File: src/design/wta_consts.vh
// Constants for the watchdog and timed-access unlock block.
`ifndef WTA_CONSTS_VH
`define WTA_CONSTS_VH

// ----------------------------------------------------------------------
// Register indices and byte addresses
// ----------------------------------------------------------------------
`define WTA_IDX_UNLOCK_KEY     10'h0c7
`define WTA_IDX_WD_CONTROL     10'h0d8
`define WTA_ADDR_UNLOCK_KEY    12'h31c
`define WTA_ADDR_WD_CONTROL    12'h360
`define WTA_ADDR_CTRL          12'h400
`define WTA_ADDR_IRQ_STATUS    12'h404
`define WTA_ADDR_IRQ_CLEAR     12'h408
`define WTA_ADDR_IRQ_ENABLE    12'h40c
`define WTA_ADDR_WD_COUNT      12'h410

// ----------------------------------------------------------------------
// Watchdog control field positions
// ----------------------------------------------------------------------
`define WTA_WD_BAUD_DOUBLE     7
`define WTA_WD_POWER_UP        6
`define WTA_WD_IRQ_FLAG        3
`define WTA_WD_RESET_CAUSE     2
`define WTA_WD_RESET_EN        1
`define WTA_WD_KICK            0
`define WTA_CTRL_IRQ_EN        0
`define WTA_CTRL_MOVX_WAIT     1

// ----------------------------------------------------------------------
// Unlock key values and event bits
// ----------------------------------------------------------------------
`define WTA_KEY_FIRST          8'haa
`define WTA_KEY_SECOND         8'h55
`define WTA_EV_TIMEOUT         0
`define WTA_EV_DOG_RESET       1
`define WTA_EV_UNLOCKED        2
`define WTA_EV_REFUSED         3
`define WTA_EV_BITS            4

// ----------------------------------------------------------------------
// Timing: machine cycles and the clocks derived from them
// ----------------------------------------------------------------------
`define WTA_CLKS_PER_MC        4
`define WTA_KEY_GAP_MC         3
`define WTA_WINDOW_MC          3
`define WTA_KEY_GAP_CLKS       (`WTA_KEY_GAP_MC * `WTA_CLKS_PER_MC)
`define WTA_WINDOW_CLKS        (`WTA_WINDOW_MC * `WTA_CLKS_PER_MC)
`define WTA_PRE_RESET_CLKS     512
`define WTA_TIMEOUT_CLKS       131072

// ----------------------------------------------------------------------
// Bus answers
// ----------------------------------------------------------------------
`define WTA_RESP_OKAY          2'b00
`define WTA_RESP_SLVERR        2'b10

`endif

File: src/design/wta_top.v
// Watchdog control with timed-access unlock, reached over AXI4-Lite.
//
// Contract
// Unlock needs key AAH then 55H written back to back; nothing else unlocks.
// A valid unlock opens protected writes for three machine cycles only.
// Power-up, reset enable, irq flag and kick bits change only inside the window.
// Every watchdog control bit reads back at any time without unlocking.
// Power-up flag set on power-up; once set, only software clears it.
// Time-out sets the watchdog irq flag; only software clears it. The code also clears it on an external reset.
// Watchdog reset sets reset-cause flag; software or power-fail clears it.
// A time-out resets the device only while reset enable is set.
// Writing the kick bit restarts the count; hardware clears the bit.
// Time-out raises interrupt when enabled, reset follows 512 clocks later.
// External reset loads 0x0x0xx0b; cause flag kept on external reset.
// Power-on reset sets power-up flag, clears reset enable; others keep it.
// Top bit doubles the second serial port baud rate; always writable.
// The wait-state enable bit changes only inside the unlock window.
// A 55H arriving more than three machine cycles after AAH opens nothing.
// Any other key write after AAH abandons the sequence.
// The time-out period is a design parameter.
//
// The AXI4-Lite slave port was decided locally.
`timescale 1ns/1ps
`include "wta_consts.vh"

module wta_top #(
    parameter [31:0] TIMEOUT_CLKS = `WTA_TIMEOUT_CLKS
) (
    input  wire        clk,
    input  wire        rst_n,
    input  wire        ext_rst_pin,
    input  wire        pfail_pin,
    input  wire [11:0] s_axi_awaddr,
    input  wire        s_axi_awvalid,
    output wire        s_axi_awready,
    input  wire [31:0] s_axi_wdata,
    input  wire [3:0]  s_axi_wstrb,
    input  wire        s_axi_wvalid,
    output wire        s_axi_wready,
    output wire [1:0]  s_axi_bresp,
    output wire        s_axi_bvalid,
    input  wire        s_axi_bready,
    input  wire [11:0] s_axi_araddr,
    input  wire        s_axi_arvalid,
    output wire        s_axi_arready,
    output wire [31:0] s_axi_rdata,
    output wire [1:0]  s_axi_rresp,
    output wire        s_axi_rvalid,
    input  wire        s_axi_rready,
    output wire        dog_reset_out,
    output wire        dog_irq_out,
    output wire        port1_baud_double,
    output wire        movx_wait_enable,
    output wire        irq
);

    // ------------------------------------------------------------------
    // Local definitions
    // ------------------------------------------------------------------
    localparam WD_RUN = 1'b0;
    localparam WD_PRE = 1'b1;
    localparam [31:0] TO_LAST  = TIMEOUT_CLKS - 32'd1;
    localparam [9:0]  PRE_LAST = 10'd`WTA_PRE_RESET_CLKS - 10'd1;
    localparam [3:0]  GAP_LAST = 4'd`WTA_KEY_GAP_MC * 4'd`WTA_CLKS_PER_MC - 4'd1;
    localparam [3:0]  WIN_LEN  = 4'd`WTA_WINDOW_MC * 4'd`WTA_CLKS_PER_MC;

    // Settled value of a pin after three flops: changes only on agreement.
    function settle;
        input s2;
        input s3;
        input cur;
        begin
            settle = (s2 == s3) ? s3 : cur;
        end
    endfunction

    // ------------------------------------------------------------------
    // Pin synchronisers
    // ------------------------------------------------------------------
    reg  [1:0] pin_s1_q;
    reg  [1:0] pin_s2_q;
    reg  [1:0] pin_s3_q;
    reg  [1:0] pin_lvl_q;
    wire [1:0] pin_lvl_d;
    wire       ext_rst_evt;
    wire       pfail_evt;

    assign pin_lvl_d[0] = settle(pin_s2_q[0], pin_s3_q[0], pin_lvl_q[0]);
    assign pin_lvl_d[1] = settle(pin_s2_q[1], pin_s3_q[1], pin_lvl_q[1]);
    assign ext_rst_evt  = pin_lvl_d[0] & ~pin_lvl_q[0];
    assign pfail_evt    = pin_lvl_d[1] & ~pin_lvl_q[1];

    // Pins are async to clk, so only the second and third stages are compared.
    always @(posedge clk) begin
        if (!rst_n) begin
            pin_s1_q  <= 2'h0;
            pin_s2_q  <= 2'h0;
            pin_s3_q  <= 2'h0;
            pin_lvl_q <= 2'h0;
        end else begin
            pin_s1_q  <= {pfail_pin, ext_rst_pin};
            pin_s2_q  <= pin_s1_q;
            pin_s3_q  <= pin_s2_q;
            pin_lvl_q <= pin_lvl_d;
        end
    end

    // ------------------------------------------------------------------
    // AXI4-Lite write and read channels
    // ------------------------------------------------------------------
    reg        aw_got_q;
    reg [11:0] awaddr_q;
    reg        w_got_q;
    reg [31:0] wdata_q;
    reg [3:0]  wstrb_q;
    reg        bvalid_q;
    reg [1:0]  bresp_q;
    reg        rvalid_q;
    reg [31:0] rdata_q;
    reg [1:0]  rresp_q;
    wire       do_wr;
    wire       rd_take;
    wire       wr_b0;
    wire [7:0] wbyte;
    reg        wr_hit;
    reg        rd_hit;
    reg [31:0] rd_val;

    assign s_axi_awready = ~aw_got_q & ~bvalid_q;
    assign s_axi_wready  = ~w_got_q & ~bvalid_q;
    assign s_axi_bvalid  = bvalid_q;
    assign s_axi_bresp   = bresp_q;
    assign s_axi_arready = ~rvalid_q;
    assign s_axi_rvalid  = rvalid_q;
    assign s_axi_rdata   = rdata_q;
    assign s_axi_rresp   = rresp_q;
    assign do_wr   = aw_got_q & w_got_q & ~bvalid_q;
    assign rd_take = s_axi_arvalid & ~rvalid_q;
    assign wr_b0   = do_wr & wstrb_q[0];
    assign wbyte   = wdata_q[7:0];

    // Address and data may come in either order; the write commits once both are held.
    always @(posedge clk) begin
        if (!rst_n) begin
            aw_got_q <= 1'b0;
            awaddr_q <= 12'h000;
            w_got_q  <= 1'b0;
            wdata_q  <= 32'h0000_0000;
            wstrb_q  <= 4'h0;
            bvalid_q <= 1'b0;
            bresp_q  <= `WTA_RESP_OKAY;
        end else begin
            if (s_axi_awvalid && s_axi_awready) begin
                aw_got_q <= 1'b1;
                awaddr_q <= s_axi_awaddr;
            end
            if (s_axi_wvalid && s_axi_wready) begin
                w_got_q <= 1'b1;
                wdata_q <= s_axi_wdata;
                wstrb_q <= s_axi_wstrb;
            end
            if (do_wr) begin
                aw_got_q <= 1'b0;
                w_got_q  <= 1'b0;
                bvalid_q <= 1'b1;
                bresp_q  <= wr_hit ? `WTA_RESP_OKAY : `WTA_RESP_SLVERR;
            end else if (bvalid_q && s_axi_bready) begin
                bvalid_q <= 1'b0;
            end
        end
    end

    // Read data is registered in the cycle the address is taken.
    always @(posedge clk) begin
        if (!rst_n) begin
            rvalid_q <= 1'b0;
            rdata_q  <= 32'h0000_0000;
            rresp_q  <= `WTA_RESP_OKAY;
        end else if (rd_take) begin
            rvalid_q <= 1'b1;
            rdata_q  <= rd_val;
            rresp_q  <= rd_hit ? `WTA_RESP_OKAY : `WTA_RESP_SLVERR;
        end else if (rvalid_q && s_axi_rready) begin
            rvalid_q <= 1'b0;
        end
    end

    wire wr_key  = wr_b0 & (awaddr_q == `WTA_ADDR_UNLOCK_KEY);
    wire wr_wdc  = wr_b0 & (awaddr_q == `WTA_ADDR_WD_CONTROL);
    wire wr_ctrl = wr_b0 & (awaddr_q == `WTA_ADDR_CTRL);
    wire wr_clr  = wr_b0 & (awaddr_q == `WTA_ADDR_IRQ_CLEAR);
    wire wr_ien  = wr_b0 & (awaddr_q == `WTA_ADDR_IRQ_ENABLE);

    // ------------------------------------------------------------------
    // Timed-access unlock sequencer
    // ------------------------------------------------------------------
    reg        armed_q;
    reg [3:0]  gap_q;
    reg [3:0]  win_q;
    wire       win_open;
    wire       key_open;

    assign win_open = (win_q != 4'h0);
    assign key_open = wr_key & armed_q & (wbyte == `WTA_KEY_SECOND);

    // Disarm on the last allowed clock, so a 55H one clock late never opens the window.
    always @(posedge clk) begin
        if (!rst_n) begin
            armed_q <= 1'b0;
            gap_q   <= 4'h0;
            win_q   <= 4'h0;
        end else begin
            if (wr_key) begin
                armed_q <= (wbyte == `WTA_KEY_FIRST);
                gap_q   <= 4'h0;
            end else if (armed_q) begin
                if (gap_q == GAP_LAST)
                    armed_q <= 1'b0;
                else
                    gap_q <= gap_q + 4'h1;
            end
            if (key_open)
                win_q <= WIN_LEN;
            else if (win_open)
                win_q <= win_q - 4'h1;
        end
    end

    // ------------------------------------------------------------------
    // Watchdog control register and software control bits
    // ------------------------------------------------------------------
    reg        baud_dbl_q;
    reg        pwr_up_q;
    reg        wd_irqf_q;
    reg        cause_q;
    reg        rst_en_q;
    reg        kick_q;
    reg        irq_en_q;
    reg        movx_q;
    wire       prot_wr;
    wire       timeout_evt;
    wire       dog_rst_evt;
    wire [7:0] wdc_val;

    assign prot_wr = wr_wdc & win_open;
    assign wdc_val = {baud_dbl_q, pwr_up_q, 2'b00, wd_irqf_q, cause_q, rst_en_q, kick_q};
    assign port1_baud_double = baud_dbl_q;
    assign movx_wait_enable  = movx_q;

    // Hardware sets beat software clears in the same cycle.
    always @(posedge clk) begin
        if (!rst_n) begin
            baud_dbl_q <= 1'b0;
            pwr_up_q   <= 1'b1;
            wd_irqf_q  <= 1'b0;
            cause_q    <= 1'b0;
            rst_en_q   <= 1'b0;
            kick_q     <= 1'b0;
            irq_en_q   <= 1'b0;
            movx_q     <= 1'b0;
        end else if (ext_rst_evt) begin
            baud_dbl_q <= 1'b0;
            wd_irqf_q  <= 1'b0;
            kick_q     <= 1'b0;
        end else begin
            if (wr_wdc)
                baud_dbl_q <= wbyte[`WTA_WD_BAUD_DOUBLE];
            if (prot_wr)
                pwr_up_q <= wbyte[`WTA_WD_POWER_UP];
            if (prot_wr)
                rst_en_q <= wbyte[`WTA_WD_RESET_EN];
            if (timeout_evt)
                wd_irqf_q <= 1'b1;
            else if (prot_wr)
                wd_irqf_q <= wbyte[`WTA_WD_IRQ_FLAG];
            if (dog_rst_evt)
                cause_q <= 1'b1;
            else if (pfail_evt)
                cause_q <= 1'b0;
            else if (wr_wdc)
                cause_q <= wbyte[`WTA_WD_RESET_CAUSE];
            kick_q <= prot_wr & wbyte[`WTA_WD_KICK];
            if (wr_ctrl)
                irq_en_q <= wbyte[`WTA_CTRL_IRQ_EN];
            if (wr_ctrl && win_open)
                movx_q <= wbyte[`WTA_CTRL_MOVX_WAIT];
        end
    end

    // ------------------------------------------------------------------
    // Watchdog counter and pre-reset delay
    // ------------------------------------------------------------------
    reg        wd_state_q;
    reg [31:0] wd_cnt_q;
    reg [9:0]  pre_q;
    reg        dog_rst_q;

    assign timeout_evt   = (wd_state_q == WD_RUN) & ~kick_q & (wd_cnt_q == TO_LAST);
    assign dog_rst_evt   = (wd_state_q == WD_PRE) & ~kick_q & (pre_q == PRE_LAST) & rst_en_q;
    assign dog_reset_out = dog_rst_q;
    assign dog_irq_out   = wd_irqf_q & irq_en_q;

    // A kick during the pre-reset delay still saves the device.
    always @(posedge clk) begin
        if (!rst_n) begin
            wd_state_q <= WD_RUN;
            wd_cnt_q   <= 32'h0000_0000;
            pre_q      <= 10'h000;
            dog_rst_q  <= 1'b0;
        end else begin
            dog_rst_q <= dog_rst_evt;
            if (kick_q || ext_rst_evt) begin
                wd_state_q <= WD_RUN;
                wd_cnt_q   <= 32'h0000_0000;
                pre_q      <= 10'h000;
            end else begin
                case (wd_state_q)
                    WD_RUN: begin
                        if (wd_cnt_q == TO_LAST) begin
                            wd_state_q <= WD_PRE;
                            pre_q      <= 10'h000;
                        end else begin
                            wd_cnt_q <= wd_cnt_q + 32'h1;
                        end
                    end
                    WD_PRE: begin
                        if (pre_q == PRE_LAST) begin
                            wd_state_q <= WD_RUN;
                            wd_cnt_q   <= 32'h0000_0000;
                        end else begin
                            pre_q <= pre_q + 10'h001;
                        end
                    end
                    default: begin
                        wd_state_q <= WD_RUN;
                    end
                endcase
            end
        end
    end

    // ------------------------------------------------------------------
    // Interrupt status, clear and enable
    // ------------------------------------------------------------------
    reg  [`WTA_EV_BITS-1:0] ist_q;
    reg  [`WTA_EV_BITS-1:0] ien_q;
    wire [`WTA_EV_BITS-1:0] ev;
    wire [`WTA_EV_BITS-1:0] clr_mask;

    assign ev[`WTA_EV_TIMEOUT]   = timeout_evt;
    assign ev[`WTA_EV_DOG_RESET] = dog_rst_evt;
    assign ev[`WTA_EV_UNLOCKED]  = key_open;
    assign ev[`WTA_EV_REFUSED]   = (wr_wdc | wr_ctrl) & ~win_open;
    assign clr_mask = wr_clr ? wbyte[`WTA_EV_BITS-1:0] : {`WTA_EV_BITS{1'b0}};
    assign irq      = |(ist_q & ien_q);

    // New events are ORed in after the clear so none is lost.
    always @(posedge clk) begin
        if (!rst_n) begin
            ist_q <= {`WTA_EV_BITS{1'b0}};
            ien_q <= {`WTA_EV_BITS{1'b0}};
        end else begin
            ist_q <= (ist_q & ~clr_mask) | ev;
            if (wr_ien)
                ien_q <= wbyte[`WTA_EV_BITS-1:0];
        end
    end

    // ------------------------------------------------------------------
    // Write decode and read mux
    // ------------------------------------------------------------------
    // Write decode; the key register is write-only and reads as zero.
    always @* begin
        case (awaddr_q)
            `WTA_ADDR_UNLOCK_KEY: wr_hit = 1'b1;
            `WTA_ADDR_WD_CONTROL: wr_hit = 1'b1;
            `WTA_ADDR_CTRL:       wr_hit = 1'b1;
            `WTA_ADDR_IRQ_CLEAR:  wr_hit = 1'b1;
            `WTA_ADDR_IRQ_ENABLE: wr_hit = 1'b1;
            default:              wr_hit = 1'b0;
        endcase
    end

    // Reads need no unlock and have no side effects.
    always @* begin
        rd_hit = 1'b1;
        rd_val = 32'h0000_0000;
        case (s_axi_araddr)
            `WTA_ADDR_UNLOCK_KEY: rd_val = 32'h0000_0000;
            `WTA_ADDR_WD_CONTROL: rd_val = {24'h00_0000, wdc_val};
            `WTA_ADDR_CTRL:       rd_val = {30'h0000_0000, movx_q, irq_en_q};
            `WTA_ADDR_IRQ_STATUS: rd_val = {28'h000_0000, ist_q};
            `WTA_ADDR_IRQ_CLEAR:  rd_val = 32'h0000_0000;
            `WTA_ADDR_IRQ_ENABLE: rd_val = {28'h000_0000, ien_q};
            `WTA_ADDR_WD_COUNT:   rd_val = wd_cnt_q;
            default:              rd_hit = 1'b0;
        endcase
    end

endmodule

File: config.mk
export PLATFORM = sky130hd
export DESIGN_NAME = wta_top
export DESIGN_NICKNAME = d
export VERILOG_FILES = /design/src/design/wta_top.v
export VERILOG_INCLUDE_DIRS = /design/src /design/src/design
export SDC_FILE = /design/constraint.sdc
export NUM_CORES = 1
export LEC_CHECK = 0
export BUFFER_PORTS_ARGS = -buffer_cell sky130_fd_sc_hd__clkbuf_2
export CORE_MARGIN = 4
export CORE_UTILIZATION = 45
export CTS_CLUSTER_SIZE = 40
export DETAILED_ROUTE_END_ITERATION = 10
export PLACE_DENSITY = 0.67
export RECOVER_POWER = 100
export SYNTH_ARGS = -nofsm -noshare
export SYNTH_HDL_FRONTEND = slang
export SYNTH_SLANG_ARGS = --single-unit
export TNS_END_PERCENT = 50
File: constraint.sdc
create_clock -name clk -period 2.6 [get_ports clk]
set_input_delay 0.39 -clock clk [delete_from_list [all_inputs] [get_ports clk]]
set_output_delay 0.39 -clock clk [all_outputs]
set_load 0.03 [all_outputs]
=== After elaboration in Yosys (flattened, before gate mapping) ===
Cells that the tools add are included.

* Register bits: 138
* Latch bits: 0
* Bits in writable memories: 0
* Memory bits (read-only): 0
* Input port bits: 69
* Word-level logic and storage cells: 158
* Memories kept: 0

* Add/subtract/negate cells: 4
* Multipliers: 0
* Div/mod/pow operators: 0
* $lt $le $gt $ge: 0
* Eq/ne operators: 23
* Shifts and indexed selects: 0
* Multiplexer cells: 31
* Bitwise operators: 41
* Reductions and logical operators: 27

{| class="wikitable"
|+ Operator list
! operator !! count
|-
| one-hot mux 32 bit (5 select lines) || 1
|-
| == test 12 x 11 -> 1 bit, second input constant || 8
|-
| 2-to-1 mux 32 bit || 2
|-
| one-hot mux 32 bit (2 select lines) || 1
|-
| == test 12 x 10 -> 1 bit, second input constant || 4
|-
| adder 32 x 1 -> 32 bit, second input constant || 1
|-
| == test 32 x 17 -> 1 bit, second input constant || 1
|-
| bitwise AND 1 bit || 24
|-
| 2-to-1 mux 10 bit || 2
|-
| one-hot mux 10 bit (2 select lines) || 1
|-
| 2-to-1 mux 1 bit || 18
|-
| AND reduction 2 bit || 7
|-
| 2-to-1 mux 4 bit || 3
|-
| inverter 1 bit || 12
|-
| adder 10 x 1 -> 10 bit, second input constant || 1
|-
| == test 10 x 9 -> 1 bit, second input constant || 1
|-
| OR reduction 2 bit || 5
|-
| bitwise AND 4 bit || 2
|-
| == test 8 x 7 -> 1 bit, second input constant || 1
|-
| == test 8 bit, second input constant || 1
|-
| nonzero test 2 bit || 4
|-
| OR reduction 7 bit || 1
|-
| logical AND 1 bit || 5
|-
| OR reduction 5 bit || 1
|-
| 15 further kinds || 19
|}

=== Longest topological paths before layout ===
Gate-level depths: netlist of run 1.

* Word-level depth: 8
* Depth in mapped cells: 9
* Mapped depth without buffers: 6

=== Worst setup path after synthesis of run 1 ===
No wires, ideal clock.

* Path type: register to register
* Start point: register pre_q[0]
* End point: register wd_cnt_q[22]
* Setup time: 70 ps
* Arrival: 2,025 ps
* Data required time: 2,530 ps
* Path slack: 504 ps
* Stages on the path, launching flop included: 8
* Clock period less this slack: 2,096 ps
* Cells stage by stage: dfxtp_1 -> ha_1 -> nand4_2 -> o31ai_4 -> o31ai_1 -> buf_2 -> or4_1 -> a21oi_1

* Word-level cells in the longest chain between the ends: 3

{| class="wikitable"
|+ Ends and longest elaborated chain
! item !! RTL line !! source
|-
| start: declaration || wta_top.v:295 || <nowiki>reg [9:0] pre_q;</nowiki>
|-
| start signal: assignment || wta_top.v:331 || <nowiki>pre_q <= pre_q + 10'h001;</nowiki>
|-
| == test 10 x 9 -> 1 bit || wta_top.v:327 || <nowiki>if (pre_q == PRE_LAST) begin</nowiki>
|-
| inequality test 2 x 1 -> 1 bit (no source line) || n/a ||
|-
| AND reduction 2 bit (no source line) || n/a ||
|-
| end signal: assignment || wta_top.v:323 || <nowiki>wd_cnt_q <= wd_cnt_q + 32'h1;</nowiki>
|-
| end: declaration || wta_top.v:294 || <nowiki>reg [31:0] wd_cnt_q;</nowiki>
|}

No other way between the ends.
A chain may end at the register's enable or synchronous reset.

==> metrics, run 1 <==
Pwr Density=about 720 nW/um^2; antenna viol nets, final=0; via count of the first global-routing pass=5414; post_cts resized=0; unrepaired setup endpoints after global routing=no; Syn Inst Count=728; Yosys reg bits=approximately 140; htree depth=4; Global Route Usage Sum=0.211; wire per inst=around 15 um; hpwl dp=between 10000 and 15000 um; Die W=between 100 and 150 um; Final GP Congestion=0.852; initial DRC count=~330; slowest cell on the critical path=clkbuf_1; clk buf depth=2; clock transition at the registers of the reported paths=about 0.06 ns; Hold Fails Final Rpt=0; Startpoint Class=input pin; FF+latch area=around 2700 um^2; top layer in use=met4; Least-Margin Pin Slew=between 0.9 and 1 ns; Rows=41; CTS Buf Count=17; commonest cells in the netlist=dfxtp_1, nand2_1, a21oi_1, nand3_1, nor2_1; number of setup buffers added after CTS=0; mean post-synth cell area=between 8 and 9 um^2; Vias/cell=5.60; maximum clock rate=0.427 GHz; Tmin final=roughly 2.3 ns; Clock Skews=0.00911 ns; EDFF count, synth=0; critical-path cell list=clkbuf_1, clkbuf_1, clkinv_1, clkbuf_4, a31oi_1, o21a_1; Non-Filler Instances=~1000; Final setup viols=0; NumNets Final=889; share of layout cells above drive strength 1=0.128; WL final=15300 um; crit path kind=input pin to flip-flop; DR WL met2=around 7100 um; max-slew violation count=0; crit path DAT=roughly 2.7 ns; post-synth cell types=between 60 and 70; fraction of the yosys area taken by sequential cells=0.454; initial antenna violation count=0; Tcrit/Tclk final=0.901; # hold bufs at CTS=0; CP endpoint kind=flip-flop; most numerous cell in the Yosys netlist=dfxtp_1; Starting Density=0.468; first-pass GRT wire length=about 25000 um; Relative slew margins=0.395; IO Count=115; total negative slack=0 ns; Yosys top cell area share=0.454; Syn Std Cell Area=about 6000 um^2; prevailing post-synth register cell=dfxtp_1; YS warnings=0; Hold Path Class=input pin to flip-flop; I/O Buffers=85; Clock Latency Late Sink=between 0.4 and 0.5 ns; Max VDD drop=approximately 0.4 mV; CTS tree=done; Critical Path RT=between 2 and 3 ns; area of the die=about 15000 um^2; Post-route DRC=0; Die H=around 120 um; status=finished clean; fillcell total=1199; pin count of the biggest net entering global routing=60; WL met1=slightly above 7000 um; ys async rst share=0; vias=between 5000 and 6000; Num Clock Sinks=roughly 140; crit-path max FO=59; Cells after DPL=969; total grt overflow=0; CP most frequent cell=clkbuf_1; area growth from synthesis to layout=20.7%; Synth area leader=dfxtp_1; root buffer cell=clkbuf_16; Area contributors post-synth=dfxtp_1, a21oi_1, nand2_1; slowest stage delay, CP=approximately 0.70 ns; core region area=12800 um^2; Met3 Wirelength=between 800 and 900 um; max_cap viols=0; Multi-input gate area=approximately 3100 um^2; DRT Pass-1 Iters=4; Antenna Cells=0; Lkg Pwr=approximately 2.6 nW
==> cells in the final DEF (no fill, tap or decap), drive strengths merged, types with 7 or more instances in the layout <==
cell type and count:
dfxtp 136, nand2 114, clkbuf 113, a21oi 89, nand3 53, nor2 51
o21ai 24, nand4 18, buf 16, nor4 15, inv 14, nor3 13
and3 11, or4 11, or3 10, o31ai 10, xor2 9, and2 9
mux2i 8, nand3b 7
==> path summary, 6_finish.rpt <==
check | from | to | slack, ns | cells after the start
max | rst_n | cause_q | 0.26 | 6
min | ext_rst_pin | pin_s1_q[0] | 0.18 | 2
max reg2reg | pre_q[0] | wd_cnt_q[29] | 0.28 | 6
min reg2reg | pin_s1_q[1] | pin_s2_q[1] | 0.43 | 1
==> flip-flops by register name, indices dropped and copies added, names as in the netlist, 2 cells and up <==
| name | cells |
|---|---|
| wd_cnt_q | 32 |
| s_axi_rdata | 32 |
| ist_q | 4 |
| ien_q | 4 |
| pin_s2_q | 2 |
| gap_q | 4 |
| wdata_q | 8 |
| pin_s1_q | 2 |
| win_q | 4 |
| pre_q | 10 |
| awaddr_q | 12 |
| pin_lvl_q | 2 |
| pin_s3_q | 2 |
==> power by group <==
part           switching (mW)  internal, mW  total, mW
clock                   0.891          1.70       2.60
sequential             0.0616          2.15       2.21
combinational           0.250         0.168      0.418
total                    1.20          4.02       5.23
==> metrics by stage <==
step / worst slack, ns / hold slack [ns] / util / cell area (um^2) / total power, mW
after global placement: 0.367 / 0.414 / 0.521 / 6690 / 2.66
after CTS: 0.251 / 0.166 / 0.572 / 7330 / 5.28
after detailed placement: 0.280 / 0.425 / 0.521 / 6690 / 2.68
after global routing: 0.0361 / 0.171 / 0.565 / 7240 / 5.43
after floorplan: 0.504 / 0.412 / - / 6000 / 2.53
final: 0.257 / 0.178 / 0.565 / 7240 / 5.23
==> worst max-delay path, delay by kind of cell <==
family / cells / cell delay [ns]
AO/OA/AOI/OAI: 2 / 0.42
buffers and inverters: 4 / 1.90
==> layout make-up <==
class	instances	area share
Inverter	14	0.00726
Clock inverter	11	0.0231
Clock buffer	21	0.0663
Tap cell	172	0.0297
Timing Repair Buffer	108	0.0734
Sequential cell	136	0.376
Multi-Input combinational cell	539	0.424
==> cell families after synthesis <==
kind of cell               after synthesis  synth area share
other                                    1          0.000625
adders and majority gates                4           0.00834
muxes                                   11            0.0190
DFF                                    136             0.454
buffers and inverters                   54            0.0365
xor gates and xnor gates                15            0.0219
AOI/OAI and AO/OA                      161             0.162
and+or+nand+nor                        346             0.298
==> routing by layer <==
| layer | GRT usage | up-vias |
|---|---|---|
| li1 | - | 2796 |
| met1 | 0.280 | 2635 |
| met2 | 0.337 | 158 |
| met3 | 0.0576 | 18 |
| met4 | 0.0644 | 0 |
| met5 | 0 | - |
(Power assumes the default switching activity.)
==> run 2: changes to the inputs <==
--- a/config.mk
+++ b/config.mk
@@ -9,6 +9,8 @@
 export BUFFER_PORTS_ARGS = -buffer_cell sky130_fd_sc_hd__clkbuf_2
 export CORE_MARGIN = 4
 export CORE_UTILIZATION = 45
+export CTS_BUF_LIST = sky130_fd_sc_hd__clkbuf_16
+export CTS_CLUSTER_DIAMETER = 30
 export CTS_CLUSTER_SIZE = 40
 export DETAILED_ROUTE_END_ITERATION = 10
 export PLACE_DENSITY = 0.67
==> run 2 against run 1 <==
  * Global-route usage barely moved
  * Largest cell class unchanged
  * Combinational power barely moved
  * Largest power group unchanged
  * Critical path depth did not move
  * Die area did not move
  * Sequential cell count did not move
  * Power fell by 2.4%
  * Setup slack got worse by 0.010 ns
  * Sequential power barely moved
==> metrics, run 2 (synthesis results as in run 1) <==
status=finished clean (unchanged); Final Worst Setup Slack=0.246 ns (was 0.257 ns); Hold Fails Final Rpt=0 (unchanged); CP endpoint kind=flip-flop (unchanged); Non-Filler Instances=1001 (unchanged); wire per inst=15.3 um (about the same); via count of the first global-routing pass=5410 (was 5414); Clock Skews=0.00715 ns (was 0.00911 ns); Final GP Congestion=0.852 (unchanged); Tcrit/Tclk final=0.905 (was 0.901); total grt overflow=0 (unchanged); IO Count=115 (unchanged); core region area=12800 um^2 (unchanged); Worst R2R Path Depth=6 (unchanged); Startpoint Class=input pin (unchanged); commonest non-fill, non-tap cell in the layout=dfxtp_1 (unchanged); Num Clock Sinks=136 (unchanged); initial antenna violation count=0 (unchanged); # hold bufs at CTS=0 (unchanged); hold depth=2 (unchanged); pre-CTS WS=0.280 ns (unchanged); Max VDD drop=0.395 mV (about the same); max-slew violation count=0 (unchanged); Vias/cell=5.57 (was 5.60); WL final=15300 um (about the same); area of the die=15200 um^2 (unchanged); NumNets Final=889 (unchanged); max_cap viols=0 (unchanged); Tmin final=2.35 ns (was 2.34 ns); share of layout cells above drive strength 1=0.123 (was 0.128); Rows=41 (unchanged); Pwr Total=5.10 mW (was 5.23 mW); Die H=123 um (unchanged); Cells after DPL=969 (unchanged); DRT Pass-1 Iters=5 (was 4); Final setup viols=0 (unchanged); htree depth=4 (unchanged); Relative slew margins=0.398 (was 0.395); Critical Path RT=2.97 ns (about the same); first-pass GRT wire length=25500 um (about the same); antenna viol nets, final=0 (unchanged); Global Route Usage Sum=0.212 (was 0.211); Clock Latency Late Sink=0.42 ns (about the same); internal reg-to-reg setup slack=0.29 ns (was 0.28 ns); CTS tree=done (unchanged); Post-route DRC=0 (unchanged); hpwl dp=11000 um (unchanged); Hold Path Class=input pin to flip-flop (unchanged); post_cts resized=0 (unchanged); Die W=123 um (unchanged); total negative slack=0 ns (unchanged); Starting Density=0.468 (unchanged); Least-Margin Pin Slew=0.903 ns (was 0.907 ns); most frequent cells in the layout=dfxtp_1, nand2_1, a21oi_1 (unchanged); I/O Buffers=85 (unchanged); clock transition at the registers of the reported paths=0.06 ns (about the same); crit-path max FO=59 (unchanged); maximum clock rate=0.425 GHz (was 0.427 GHz); CTS Buf Count=17 (unchanged); Pwr Density=708 nW/um^2 (was 721 nW/um^2); Antenna Cells=0 (unchanged); Lkg Pwr=2.54 nW (was 2.57 nW); unrepaired setup endpoints after global routing=no (unchanged); area growth from synthesis to layout=20.0% (was 20.7%); crit path kind=input pin to flip-flop (unchanged); root buffer cell=clkbuf_16 (unchanged); clk buf depth=2 (unchanged); vias=5571 (was 5607); pin count of the biggest net entering global routing=60 (unchanged); number of setup buffers added after CTS=0 (unchanged); crit path DAT=2.72 ns (was 2.71 ns); initial DRC count=388 (was 334)
==> run 2: cell count changes in the layout (fill, tap and decap cells not counted), sizes merged <==
cell	before	now
clkbuf	113	109
clkinv	5	9
==> run 2: cell type report <==
class	instances	area [um^2]
tap	172	215
fill	1212	5620
sequential	136	2720
multi-input combinational	539	3070
clock inverter	15	183
timing repair buffer	108	532
clock buffer	17	425
inverter	14	52.6
==> run 2: worst paths after layout <==
kind / from / end
min: ext_rst_pin / pin_s1_q[0]
min reg2reg: pin_s1_q[1] / pin_s2_q[1]
max reg2reg: pre_q[0] / wd_cnt_q[29]
max: rst_n / cause_q
==> run 2: report_power, final <==
part	switching (mW)	internal [mW]	total, mW	leakage [nW]
registers	0.0618	2.15	2.21	1.10
clock network	0.885	1.59	2.47	0.293
logic	0.250	0.168	0.418	1.15
total	1.20	3.90	5.10	2.54
==> run 2: critical path, cell delays in order <==
cell and delay (ns):
clkbuf_1 0.13, clkbuf_1 0.70, clkinv_1 0.52, clkbuf_4 0.55
a31oi_1 0.28, o21a_1 0.14
==> run 2: per-stage QoR <==
step	utilization	area, um^2	hold slack (ns)
final	0.562	7200	0.178
after global routing	0.562	7200	0.170
after CTS	0.569	7290	0.167
after detailed placement	0.521	6690	0.425
after global placement	0.521	6690	0.414
after floorplan	-	6000	0.412
==> run 2: layer usage <==
| layer | global-route usage | share of wire | vias up |
|---|---|---|---|
| met5 | 0 | 0 | - |
| met4 | 0.0616 | 0.012 | 0 |
| met3 | 0.0590 | 0.054 | 14 |
| met2 | 0.339 | 0.46 | 145 |
| met1 | 0.279 | 0.47 | 2608 |
| li1 | - | - | 2804 |
